## src/common/twi_pkg.sv

```systemverilog
/*
  Constants and types for the two-wire master transmit controller.
  Assumes a 125 MHz system clock and an AHB-Lite register port.
*/
package twi_pkg;

  // Register byte offsets
  localparam logic [7:0] TWI_OFS_CTRL = 8'h00;
  localparam logic [7:0] TWI_OFS_STAT = 8'h04;
  localparam logic [7:0] TWI_OFS_DATA = 8'h08;

  // Control register bit positions
  localparam int TWI_CB_IE = 0;
  localparam int TWI_CB_EN = 2;
  localparam int TWI_CB_WC = 3;
  localparam int TWI_CB_STO = 4;
  localparam int TWI_CB_STA = 5;
  localparam int TWI_CB_EA = 6;
  localparam int TWI_CB_INT = 7;

  // Status layout
  localparam int TWI_SB_CODE_LO = 3;
  localparam logic [7:0] TWI_DATA_RESET = 8'hFF;
  localparam logic [4:0] TWI_ST_IDLE = 5'h1F;
  localparam logic [4:0] TWI_ST_START = 5'h01;
  localparam logic [4:0] TWI_ST_ADDR_ACK = 5'h03;
  localparam logic [4:0] TWI_ST_ADDR_NACK = 5'h04;
  localparam logic [4:0] TWI_ST_DATA_ACK = 5'h05;
  localparam logic [4:0] TWI_ST_DATA_NACK = 5'h06;

  // Bus timing: quarter bit period
  localparam int TWI_CLK_MHZ = 125;
  localparam int TWI_QUARTER_NS = 2500;
  localparam int TWI_QUARTER_CYC = (TWI_QUARTER_NS * TWI_CLK_MHZ) / 1000;
  localparam logic [9:0] TWI_QUARTER_LAST = 10'(TWI_QUARTER_CYC - 1);

  localparam logic [1:0] TWI_HTRANS_NONSEQ = 2'h2;

  typedef enum logic [2:0] {
    TWI_S_IDLE = 3'h0,
    TWI_S_START = 3'h1,
    TWI_S_BIT = 3'h2,
    TWI_S_STOP = 3'h3,
    TWI_S_HOLD = 3'h4
  } twi_state_t;

endpackage

```

## src/core/twi_sync.sv

```systemverilog
/*
  Two-flop synchroniser for one pin level.
  Assumes the input is asynchronous to clk.
*/
`timescale 1ns/100ps
module twi_sync (
  // Clock and reset
  input wire logic ref_clk,
  input wire logic reset,
  // Level
  input wire logic din,
  output logic dout
);

  typedef struct packed {
    logic first;
    logic second;
  } twi_sync_t;

  twi_sync_t r;
  twi_sync_t next_r;

  always_comb begin
    next_r.first = din;
    next_r.second = r.first;
  end

  always_ff @(posedge ref_clk) begin
    if (reset) begin
      r <= 2'h3;
    end else begin
      r <= next_r;
    end
  end

  assign dout = r.second;

endmodule

```

## src/core/twi_master_tx.sv

```systemverilog
/*
  Byte-oriented two-wire master transmitter with a software handshake.
  Assumes an AHB-Lite master on ref_clk and open-drain pad logic outside.
*/
// Our own choices: the AHB-Lite register port and the placing of the registers.
`timescale 1ns/100ps

module twi_master_tx (
  // System
  input wire logic ref_clk,
  input wire logic reset,
  // AHB-Lite slave
  input wire logic hsel,
  input wire logic [7:0] haddr,
  input wire logic [1:0] htrans,
  input wire logic hwrite,
  input wire logic [2:0] hsize,
  input wire logic hready,
  input wire logic [31:0] hwdata,
  output logic [31:0] hrdata,
  output logic hreadyout,
  output logic hresp,
  // Two-wire pins
  input wire logic scl_in,
  output logic scl_out,
  output logic scl_oe,
  input wire logic sda_in,
  output logic sda_out,
  output logic sda_oe,
  // Interrupt request
  output logic op_done_irq
);

  typedef struct packed {
    logic wr_pend;
    logic [7:0] wr_addr;
    logic [31:0] hrdata;
    logic done;
    logic ea;
    logic sta;
    logic sto;
    logic data_write_collision;
    logic en;
    logic op_done_irq_enable;
    logic [4:0] code;
    logic [1:0] bit_rate_prescale;
    logic [7:0] serial_shift_data;
    twi_pkg::twi_state_t state;
    logic [1:0] phase;
    logic [9:0] tick;
    logic [3:0] bitn;
    logic is_addr;
    logic scl_low;
    logic sda_low;
    logic irq;
  } twi_mtx_t;

  twi_mtx_t r;
  twi_mtx_t next_r;
  logic sda_s;
  logic scl_s;

  twi_sync u_sda_sync (
    .ref_clk(ref_clk),
    .reset(reset),
    .din(sda_in),
    .dout(sda_s)
  );

  // Clock stretching by the slave is not followed; line level is sampled only
  twi_sync u_scl_sync (
    .ref_clk(ref_clk),
    .reset(reset),
    .din(scl_in),
    .dout(scl_s)
  );

  ////////////////////////////////////////////////////////////////////////////

  always_comb begin
    logic [7:0] wb;
    logic launch;
    logic tick_end;
    wb = 8'h00;
    launch = 1'b0;
    tick_end = (r.tick == twi_pkg::TWI_QUARTER_LAST);
    next_r = r;
    next_r.tick = tick_end ? 10'h000 : r.tick + 10'h001;

    // Address phase capture
    next_r.wr_pend = 1'b0;
    if (hsel && hready && htrans == twi_pkg::TWI_HTRANS_NONSEQ) begin
      next_r.wr_pend = hwrite;
      next_r.wr_addr = haddr;
      next_r.hrdata = 32'h0000_0000;
      if (!hwrite) begin
        if (haddr == twi_pkg::TWI_OFS_CTRL) begin
          next_r.hrdata[7:0] = {r.done, r.ea, r.sta, r.sto, r.data_write_collision,
                                r.en, 1'b0, r.op_done_irq_enable};
        end else if (haddr == twi_pkg::TWI_OFS_STAT) begin
          next_r.hrdata[7:0] = {r.code, 1'b0, r.bit_rate_prescale};
        end else if (haddr == twi_pkg::TWI_OFS_DATA) begin
          next_r.hrdata[7:0] = r.serial_shift_data;
        end
      end
    end

    // Data phase write
    if (r.wr_pend) begin
      wb = hwdata[7:0];
      if (r.wr_addr == twi_pkg::TWI_OFS_CTRL) begin
        next_r.ea = wb[twi_pkg::TWI_CB_EA];
        next_r.sta = wb[twi_pkg::TWI_CB_STA];
        next_r.sto = wb[twi_pkg::TWI_CB_STO];
        next_r.en = wb[twi_pkg::TWI_CB_EN];
        next_r.op_done_irq_enable = wb[twi_pkg::TWI_CB_IE];
        if (wb[twi_pkg::TWI_CB_INT]) begin
          next_r.done = 1'b0;
          launch = 1'b1;
        end
      end else if (r.wr_addr == twi_pkg::TWI_OFS_STAT) begin
        next_r.bit_rate_prescale = wb[1:0];
      end else if (r.wr_addr == twi_pkg::TWI_OFS_DATA) begin
        if (r.done) begin
          next_r.serial_shift_data = wb;
          next_r.data_write_collision = 1'b0;
        end else begin
          next_r.data_write_collision = 1'b1;
        end
      end
    end

    // Bus sequencer
    case (r.state)
      twi_pkg::TWI_S_IDLE: begin
        if (launch && next_r.en) begin
          next_r.tick = 10'h000;
          next_r.phase = 2'h0;
          if (next_r.sta) begin
            next_r.state = twi_pkg::TWI_S_START;
          end else if (next_r.sto) begin
            next_r.state = twi_pkg::TWI_S_STOP;
          end else begin
            next_r.state = twi_pkg::TWI_S_BIT;
            next_r.bitn = 4'h0;
          end
        end
      end
      twi_pkg::TWI_S_HOLD: begin
        // Launch only once the flag is cleared
        next_r.scl_low = 1'b1;
        // The clearing write itself drops the flag, so test the next value
        if (launch && !next_r.done) begin
          next_r.tick = 10'h000;
          next_r.phase = 2'h0;
          if (next_r.sto) begin
            next_r.state = twi_pkg::TWI_S_STOP;
          end else if (next_r.sta) begin
            next_r.state = twi_pkg::TWI_S_START;
          end else begin
            next_r.state = twi_pkg::TWI_S_BIT;
            next_r.bitn = 4'h0;
          end
        end
      end
      twi_pkg::TWI_S_START: begin
        if (tick_end) begin
          next_r.phase = r.phase + 2'h1;
          case (r.phase)
            2'h0: begin
              next_r.sda_low = 1'b0;
              next_r.scl_low = 1'b0;
            end
            2'h1: next_r.sda_low = 1'b1;
            2'h2: next_r.scl_low = 1'b1;
            default: begin
              next_r.done = 1'b1;
              next_r.code = twi_pkg::TWI_ST_START;
              next_r.is_addr = 1'b1;
              next_r.sta = 1'b0;
              next_r.state = twi_pkg::TWI_S_HOLD;
            end
          endcase
        end
      end
      twi_pkg::TWI_S_BIT: begin
        // Bits 0..7 data, bit 8 acknowledge
        if (tick_end) begin
          next_r.phase = r.phase + 2'h1;
          case (r.phase)
            2'h0: next_r.sda_low = (r.bitn == 4'h8) ? 1'b0 : !r.serial_shift_data[7];
            2'h1: next_r.scl_low = 1'b0;
            2'h2: begin
              if (r.bitn != 4'h8) begin
                next_r.serial_shift_data = {r.serial_shift_data[6:0], sda_s};
              end
            end
            default: begin
              next_r.scl_low = 1'b1;
              next_r.bitn = r.bitn + 4'h1;
              if (r.bitn == 4'h8) begin
                next_r.done = 1'b1;
                next_r.is_addr = 1'b0;
                next_r.state = twi_pkg::TWI_S_HOLD;
                if (r.is_addr) begin
                  next_r.code = sda_s ? twi_pkg::TWI_ST_ADDR_NACK
                                      : twi_pkg::TWI_ST_ADDR_ACK;
                end else begin
                  next_r.code = sda_s ? twi_pkg::TWI_ST_DATA_NACK
                                      : twi_pkg::TWI_ST_DATA_ACK;
                end
              end
            end
          endcase
        end
      end
      twi_pkg::TWI_S_STOP: begin
        if (tick_end) begin
          next_r.phase = r.phase + 2'h1;
          case (r.phase)
            2'h0: next_r.sda_low = 1'b1;
            2'h1: next_r.scl_low = 1'b0;
            2'h2: next_r.sda_low = 1'b0;
            default: begin
              next_r.sto = 1'b0;
              next_r.code = twi_pkg::TWI_ST_IDLE;
              next_r.state = twi_pkg::TWI_S_IDLE;
            end
          endcase
        end
      end
      default: next_r.state = twi_pkg::TWI_S_IDLE;
    endcase

    // Switching off returns to idle and releases both lines at once; done and the irq are kept
    if (!next_r.en) begin
      next_r.state = twi_pkg::TWI_S_IDLE;
      next_r.scl_low = 1'b0;
      next_r.sda_low = 1'b0;
    end
    next_r.irq = next_r.done && next_r.op_done_irq_enable;
  end

  always_ff @(posedge ref_clk) begin
    if (reset) begin
      r <= '0;
      r.code <= twi_pkg::TWI_ST_IDLE;
      r.serial_shift_data <= twi_pkg::TWI_DATA_RESET;
      r.state <= twi_pkg::TWI_S_IDLE;
    end else begin
      r <= next_r;
    end
  end

  ////////////////////////////////////////////////////////////////////////////

  // Open drain: enable only while pulling low
  assign hrdata = r.hrdata;
  assign hreadyout = 1'b1;
  assign hresp = 1'b0;
  assign scl_out = 1'b0;
  assign scl_oe = r.scl_low;
  assign sda_out = 1'b0;
  assign sda_oe = r.sda_low;
  assign op_done_irq = r.irq;

endmodule

```

## config.mk

```make
export PLATFORM = sky130hd
export DESIGN_NAME = twi_master_tx
export DESIGN_NICKNAME = d
export VERILOG_FILES = /design/src/common/twi_pkg.sv /design/src/core/twi_sync.sv /design/src/core/twi_master_tx.sv
export SDC_FILE = /design/constraint.sdc
export NUM_CORES = 1
export LEC_CHECK = 0
export BUFFER_PORTS_ARGS = -buffer_cell sky130_fd_sc_hd__buf_2
export CAP_MARGIN = 5
export CORE_ASPECT_RATIO = 1.25
export CORE_MARGIN = 2
export CORE_UTILIZATION = 35
export CTS_CLUSTER_DIAMETER = 200
export CTS_CLUSTER_SIZE = 28
export DETAILED_ROUTE_END_ITERATION = 8
export GPL_TIMING_DRIVEN = 1
export HOLD_SLACK_MARGIN = 0.02
export SYNTH_ARGS = -nofsm -noshare
export SYNTH_HDL_FRONTEND = slang
export SYNTH_SLANG_ARGS = --single-unit
```

## constraint.sdc

```tcl
create_clock -name ref_clk -period 4.4 [get_ports ref_clk]
set_input_delay 0.88 -clock ref_clk [delete_from_list [all_inputs] [get_ports ref_clk]]
set_output_delay 0.88 -clock ref_clk [all_outputs]
set_load 0.02 [all_outputs]
```

==> impl_table.tex <==
\begin{tabular}{lr}
\hline
Metric & Value \\
\hline
\multicolumn{2}{l}{\textbf{Detailed routing}} \\
\quad Average vias per placed instance & 4.93 \\
\quad Routed vias & between 2000 and 3000 \\
\quad Drt initial violations & roughly 120 \\
\quad Routed length on met2 & roughly 3500 µm \\
\quad Total length of routed met3 wires & between 300 and 400 µm \\
\quad Wirelength per Cell & about 14 µm \\
\quad Remaining DRCs & 0 \\
\quad First-pass detailed-route iteration total & 4 \\
\quad Highest routed metal layer & met4 \\
\quad Total wire length after detailed routing & 7280 µm \\
\quad Antenna Nets Post-Route & 0 \\
\quad Routed length on met1 & about 3300 µm \\
\multicolumn{2}{l}{\textbf{Die}} \\
\quad Number of top-level design ports & 91 \\
\quad Area enclosed by the die boundary & $\sim$0.010 mm² \\
\quad Die span in x & 90.6 µm \\
\quad Initial core utilization & a little over a third \\
\quad CORE AREA & between 0.009 and 0.01 mm² \\
\quad Number of placement rows & 39 \\
\quad Die span in y & approximately 110 µm \\
\multicolumn{2}{l}{\textbf{Clock network}} \\
\quad CTS Root Cell & sky130\_fd\_sc\_hd\_\_clkbuf\_16 \\
\quad Setup repair bufs after CTS & 0 \\
\quad Total clock buffers created by CTS & 9 \\
\quad CTS sink count & between 60 and 70 \\
\quad Clock latency at the later pin of the worst-skew pair & about 0.33 ns \\
\quad Maximum buffer depth of the clock tree & 2 \\
\quad Clock slew at reported path FFs & $\sim$0.060 ns \\
\quad \# hold bufs at CTS & 0 \\
\quad Post-CTS Resized & 0 \\
\quad TritonCTS clock tree & yes \\
\quad H-tree depth reported by CTS & 3 \\
\multicolumn{2}{l}{\textbf{Power}} \\
\quad Power consumption & 1.28 mW \\
\quad Power per cell area & around 360 mW/mm² \\
\quad Leakage & approximately 1.5 nW \\
\quad Maximum resistive drop on vdd & 0.208 mV \\
\multicolumn{2}{l}{\textbf{Yosys}} \\
\quad Leading cell type by number of instances after synthesis & sky130\_fd\_sc\_hd\_\_dfxtp\_1 \\
\quad Portion of the post-synthesis area used by sequential elements & 38.4\% \\
\quad Number of distinct library cell variants in the gate-level netlist after synthesis & 61 \\
\quad Synth Flop Type & sky130\_fd\_sc\_hd\_\_dfxtp\_1 \\
\quad Average size of a mapped cell & roughly 8.3 µm² \\
\quad Fraction of post-synthesis cell area in the top cell type by area & about two fifths \\
\quad Number of flip-flops and latches in the synthesized netlist & 63 \\
\quad Post-synthesis cell type with the largest combined area & sky130\_fd\_sc\_hd\_\_dfxtp\_1 \\
\quad Area of the mapped netlist & $\sim$0.0033 mm² \\
\quad Top area cells in the synthesized netlist & sky130\_fd\_sc\_hd\_\_dfxtp\_1 38\%, sky130\_fd\_sc\_hd\_\_buf\_4 8.2\%, sky130\_fd\_sc\_hd\_\_nand2\_1 5.6\% \\
\quad Number of enable-type register cells in the synthesized netlist & 0 \\
\quad Share of synthesized registers carrying an async set or reset & 0\% \\
\quad Gate Count Post-Synth & about 390 \\
\quad Yosys synthesis warning count & 0 \\
\quad Leading cell types by count after synthesis & 63 x sky130\_fd\_sc\_hd\_\_dfxtp\_1, 49 x sky130\_fd\_sc\_hd\_\_nand2\_1, 48 x sky130\_fd\_sc\_hd\_\_nor2\_1, 36 x sky130\_fd\_sc\_hd\_\_buf\_4, 23 x sky130\_fd\_sc\_hd\_\_a21oi\_1 \\
\multicolumn{2}{l}{\textbf{Critical path}} \\
\quad Max stage delay on crit path & 0.65 ns \\
\quad Data required time at the worst endpoint & roughly 4.7 ns \\
\quad Max FO, Critical Path & 6 \\
\quad Endpoint arrival time on the critical path & about 2.7 ns \\
\quad Startpoint of the worst setup timing path & r[8] \\
\quad Critical register-to-register path startpoint & r[8] \\
\quad Element type at the critical path start & flop \\
\quad Type of the worst setup path & flop to flop \\
\quad Library cell contributing the largest single delay on the critical path & sky130\_fd\_sc\_hd\_\_or4b\_1 \\
\quad Chain of cells forming the critical path & ha\_1 > nor3b\_2 > nand4\_2 > or4b\_1 > a2111oi\_0 > a211o\_1 \\
\quad Category of the worst setup path capture point & flop \\
\multicolumn{2}{l}{\textbf{Placement}} \\
\quad IO buf count & 34 \\
\quad Cell count after placement & roughly 520 \\
\quad Detailed-placement wirelength estimate & between 5000 and 6000 µm \\
\quad Total cell area at the placement stage & roughly 0.0033 mm² \\
\quad Final weighted congestion in routability-driven placement & between 0.8 and 0.9 \\
\quad Worst Setup Slack post-DPL & 2.05 ns \\
\multicolumn{2}{l}{\textbf{Cells and area}} \\
\quad Summed area of non-filler cells in the final layout & 0.00360 mm² \\
\quad Fraction of layout cells with a size suffix above 1 & $\sim$15\% \\
\quad Number of filler cells placed in the layout & 972 \\
\quad Antenna Cells & 0 \\
\quad Layout area overhead & 9.79\% \\
\quad Post-layout utilization of the core & between 30 and 40\% \\
\quad Number of nets in the layout & around 470 \\
\quad Post-Layout Cell Count & 539 \\
\quad Area taken by multi-input logic gates & $\sim$0.0017 mm² \\
\quad Area taken by flip-flops and latches & approximately 0.0013 mm² \\
\multicolumn{2}{l}{\textbf{STA}} \\
\quad Final-report hold violation count & 0 \\
\quad Final sum of negative setup slack & 0 ns \\
\quad Unrepaired setup endpoints after global routing & false \\
\quad Post-route clock period utilization & a little over half \\
\quad WHS & just over 0.4 ns \\
\quad Worst-case clock skew & 0.00594 ns \\
\quad Relative max-transition margin & between 40 and 50\% \\
\quad Total of endpoints with negative setup slack in the final report & 0 \\
\quad Post-route minimum period & between 2 and 2.5 ns \\
\quad Worst slew pin tran & just over 0.8 ns \\
\quad Final slew viol count & 0 \\
\quad Final worst slack & 2.02 ns \\
\quad Highest clock rate & between 0.4 and 0.5 GHz \\
\multicolumn{2}{l}{\textbf{Status}} \\
\quad Outcome & finished clean \\
\multicolumn{2}{l}{\textbf{GRT}} \\
\quad Number of antenna violations at the first check in global routing & 0 \\
\quad Wire length of the first global-routing pass & $\sim$12000 µm \\
\quad Vias in the first global route & $\sim$2600 \\
\quad Largest net degree at the start of global routing & 43 \\
\quad Global routing usage summed across all routing layers & between 15 and 20\% \\
\quad Gr ovfl total & 0 \\
\multicolumn{2}{l}{\textbf{Min path}} \\
\quad Hold crit path type & flop to flop \\
\quad Startpoint of the lowest-slack hold path & u\_sda\_sync.next\_r[0] \\
\multicolumn{2}{l}{\textbf{Run}} \\
\quad Max-capacitance violation count & 0 \\
\hline
\end{tabular}
[layer usage]
metal | GRT usage [%] | vias to the layer above
li1 | - | 1348
met1 | 18.8 | 1229
met2 | 25.6 | 68
met3 | 4.30 | 14
met4 | 5.44 | 0
met5 | 0 | -
[worst paths after layout]
| kind | slack [ns] | cells past startpoint | end |
|---|---|---|---|
| worst max-delay path | 2.02 | 6 | r[35] |
| worst min-delay path | 0.41 | 1 | u_sda_sync.dout |
| worst max register to register | 2.02 | 6 | r[35] |
| worst min register to register | 0.41 | 1 | u_sda_sync.dout |
[cell type report]
class	count	share of cell area, %
sequential	63	35.0
clock buffer	10	6.35
multi-input combinational	293	47.6
timing repair buffer	34	4.72
inverter	10	1.04
tap	123	4.27
clock inverter	6	1.04
[report_power, final]
group          switching, mW  internal (mW)
Sequential           0.00431          0.576
Clock                  0.255          0.377
Combinational         0.0522         0.0196
[placed cells by master, fill, tap and decap left out, types with 2 or more instances in the layout]
cell type,n
sky130_fd_sc_hd__dfxtp_1,63
sky130_fd_sc_hd__nand2_1,49
sky130_fd_sc_hd__nor2_1,48
sky130_fd_sc_hd__buf_2,34
sky130_fd_sc_hd__conb_1,28
sky130_fd_sc_hd__a21oi_1,23
sky130_fd_sc_hd__mux2i_1,16
sky130_fd_sc_hd__o21ai_0,13
sky130_fd_sc_hd__nand3_1,12
sky130_fd_sc_hd__inv_1,10
sky130_fd_sc_hd__a31oi_1,10
sky130_fd_sc_hd__a22oi_1,9
sky130_fd_sc_hd__clkbuf_16,9
sky130_fd_sc_hd__ha_1,8
sky130_fd_sc_hd__nor3_1,6
sky130_fd_sc_hd__xor2_1,5
sky130_fd_sc_hd__nor2b_1,4
sky130_fd_sc_hd__nand4b_1,4
sky130_fd_sc_hd__xnor2_1,3
sky130_fd_sc_hd__nand4_1,3
sky130_fd_sc_hd__or2_2,3
sky130_fd_sc_hd__nor3b_1,3
sky130_fd_sc_hd__and3_1,3
sky130_fd_sc_hd__clkinvlp_4,3
sky130_fd_sc_hd__clkinv_2,3
sky130_fd_sc_hd__and4_1,2
sky130_fd_sc_hd__nor4_1,2
sky130_fd_sc_hd__and3_2,2
sky130_fd_sc_hd__or4_1,2
sky130_fd_sc_hd__nand3b_1,2
sky130_fd_sc_hd__a2111oi_0,2
sky130_fd_sc_hd__a211o_1,2
sky130_fd_sc_hd__o211ai_1,2
[worst max-delay path: cells and delay by family, from the launching register on]
kind | cells | cell delay [ns]
adder cells (fa/ha/maj) | 1 | 0.23
flip-flops | 1 | 0.36
AO/OA/AOI/OAI | 2 | 0.66
AND/OR/NAND/NOR | 3 | 1.08
[registers in the layout, indices dropped and copies added, names as in the netlist]
| register | cells |
|---|---|
| hrdata | 8 |
| op_done_irq | 1 |
| u_sda_sync.dout | 1 |
| u_sda_sync.next_r | 1 |
| sda_oe | 1 |
| r | 50 |
| scl_oe | 1 |
[kinds of logic (layout without fill, tap and decap cells)]
| group | count (synthesis) | in the layout | synth area share (%) |
|---|---|---|---|
| simple gates | 160 | 160 | 24.8 |
| xor+xnor | 8 | 8 | 2.13 |
| fa+ha+maj | 8 | 8 | 3.05 |
| compound gates | 73 | 73 | 14.1 |
| buf+inv | 64 | 60 | 12.3 |
| flops | 63 | 63 | 38.4 |
| mux | 16 | 16 | 4.88 |
| other cells | 2 | 28 | 0.229 |
Power figures use the tool's default switching activity.
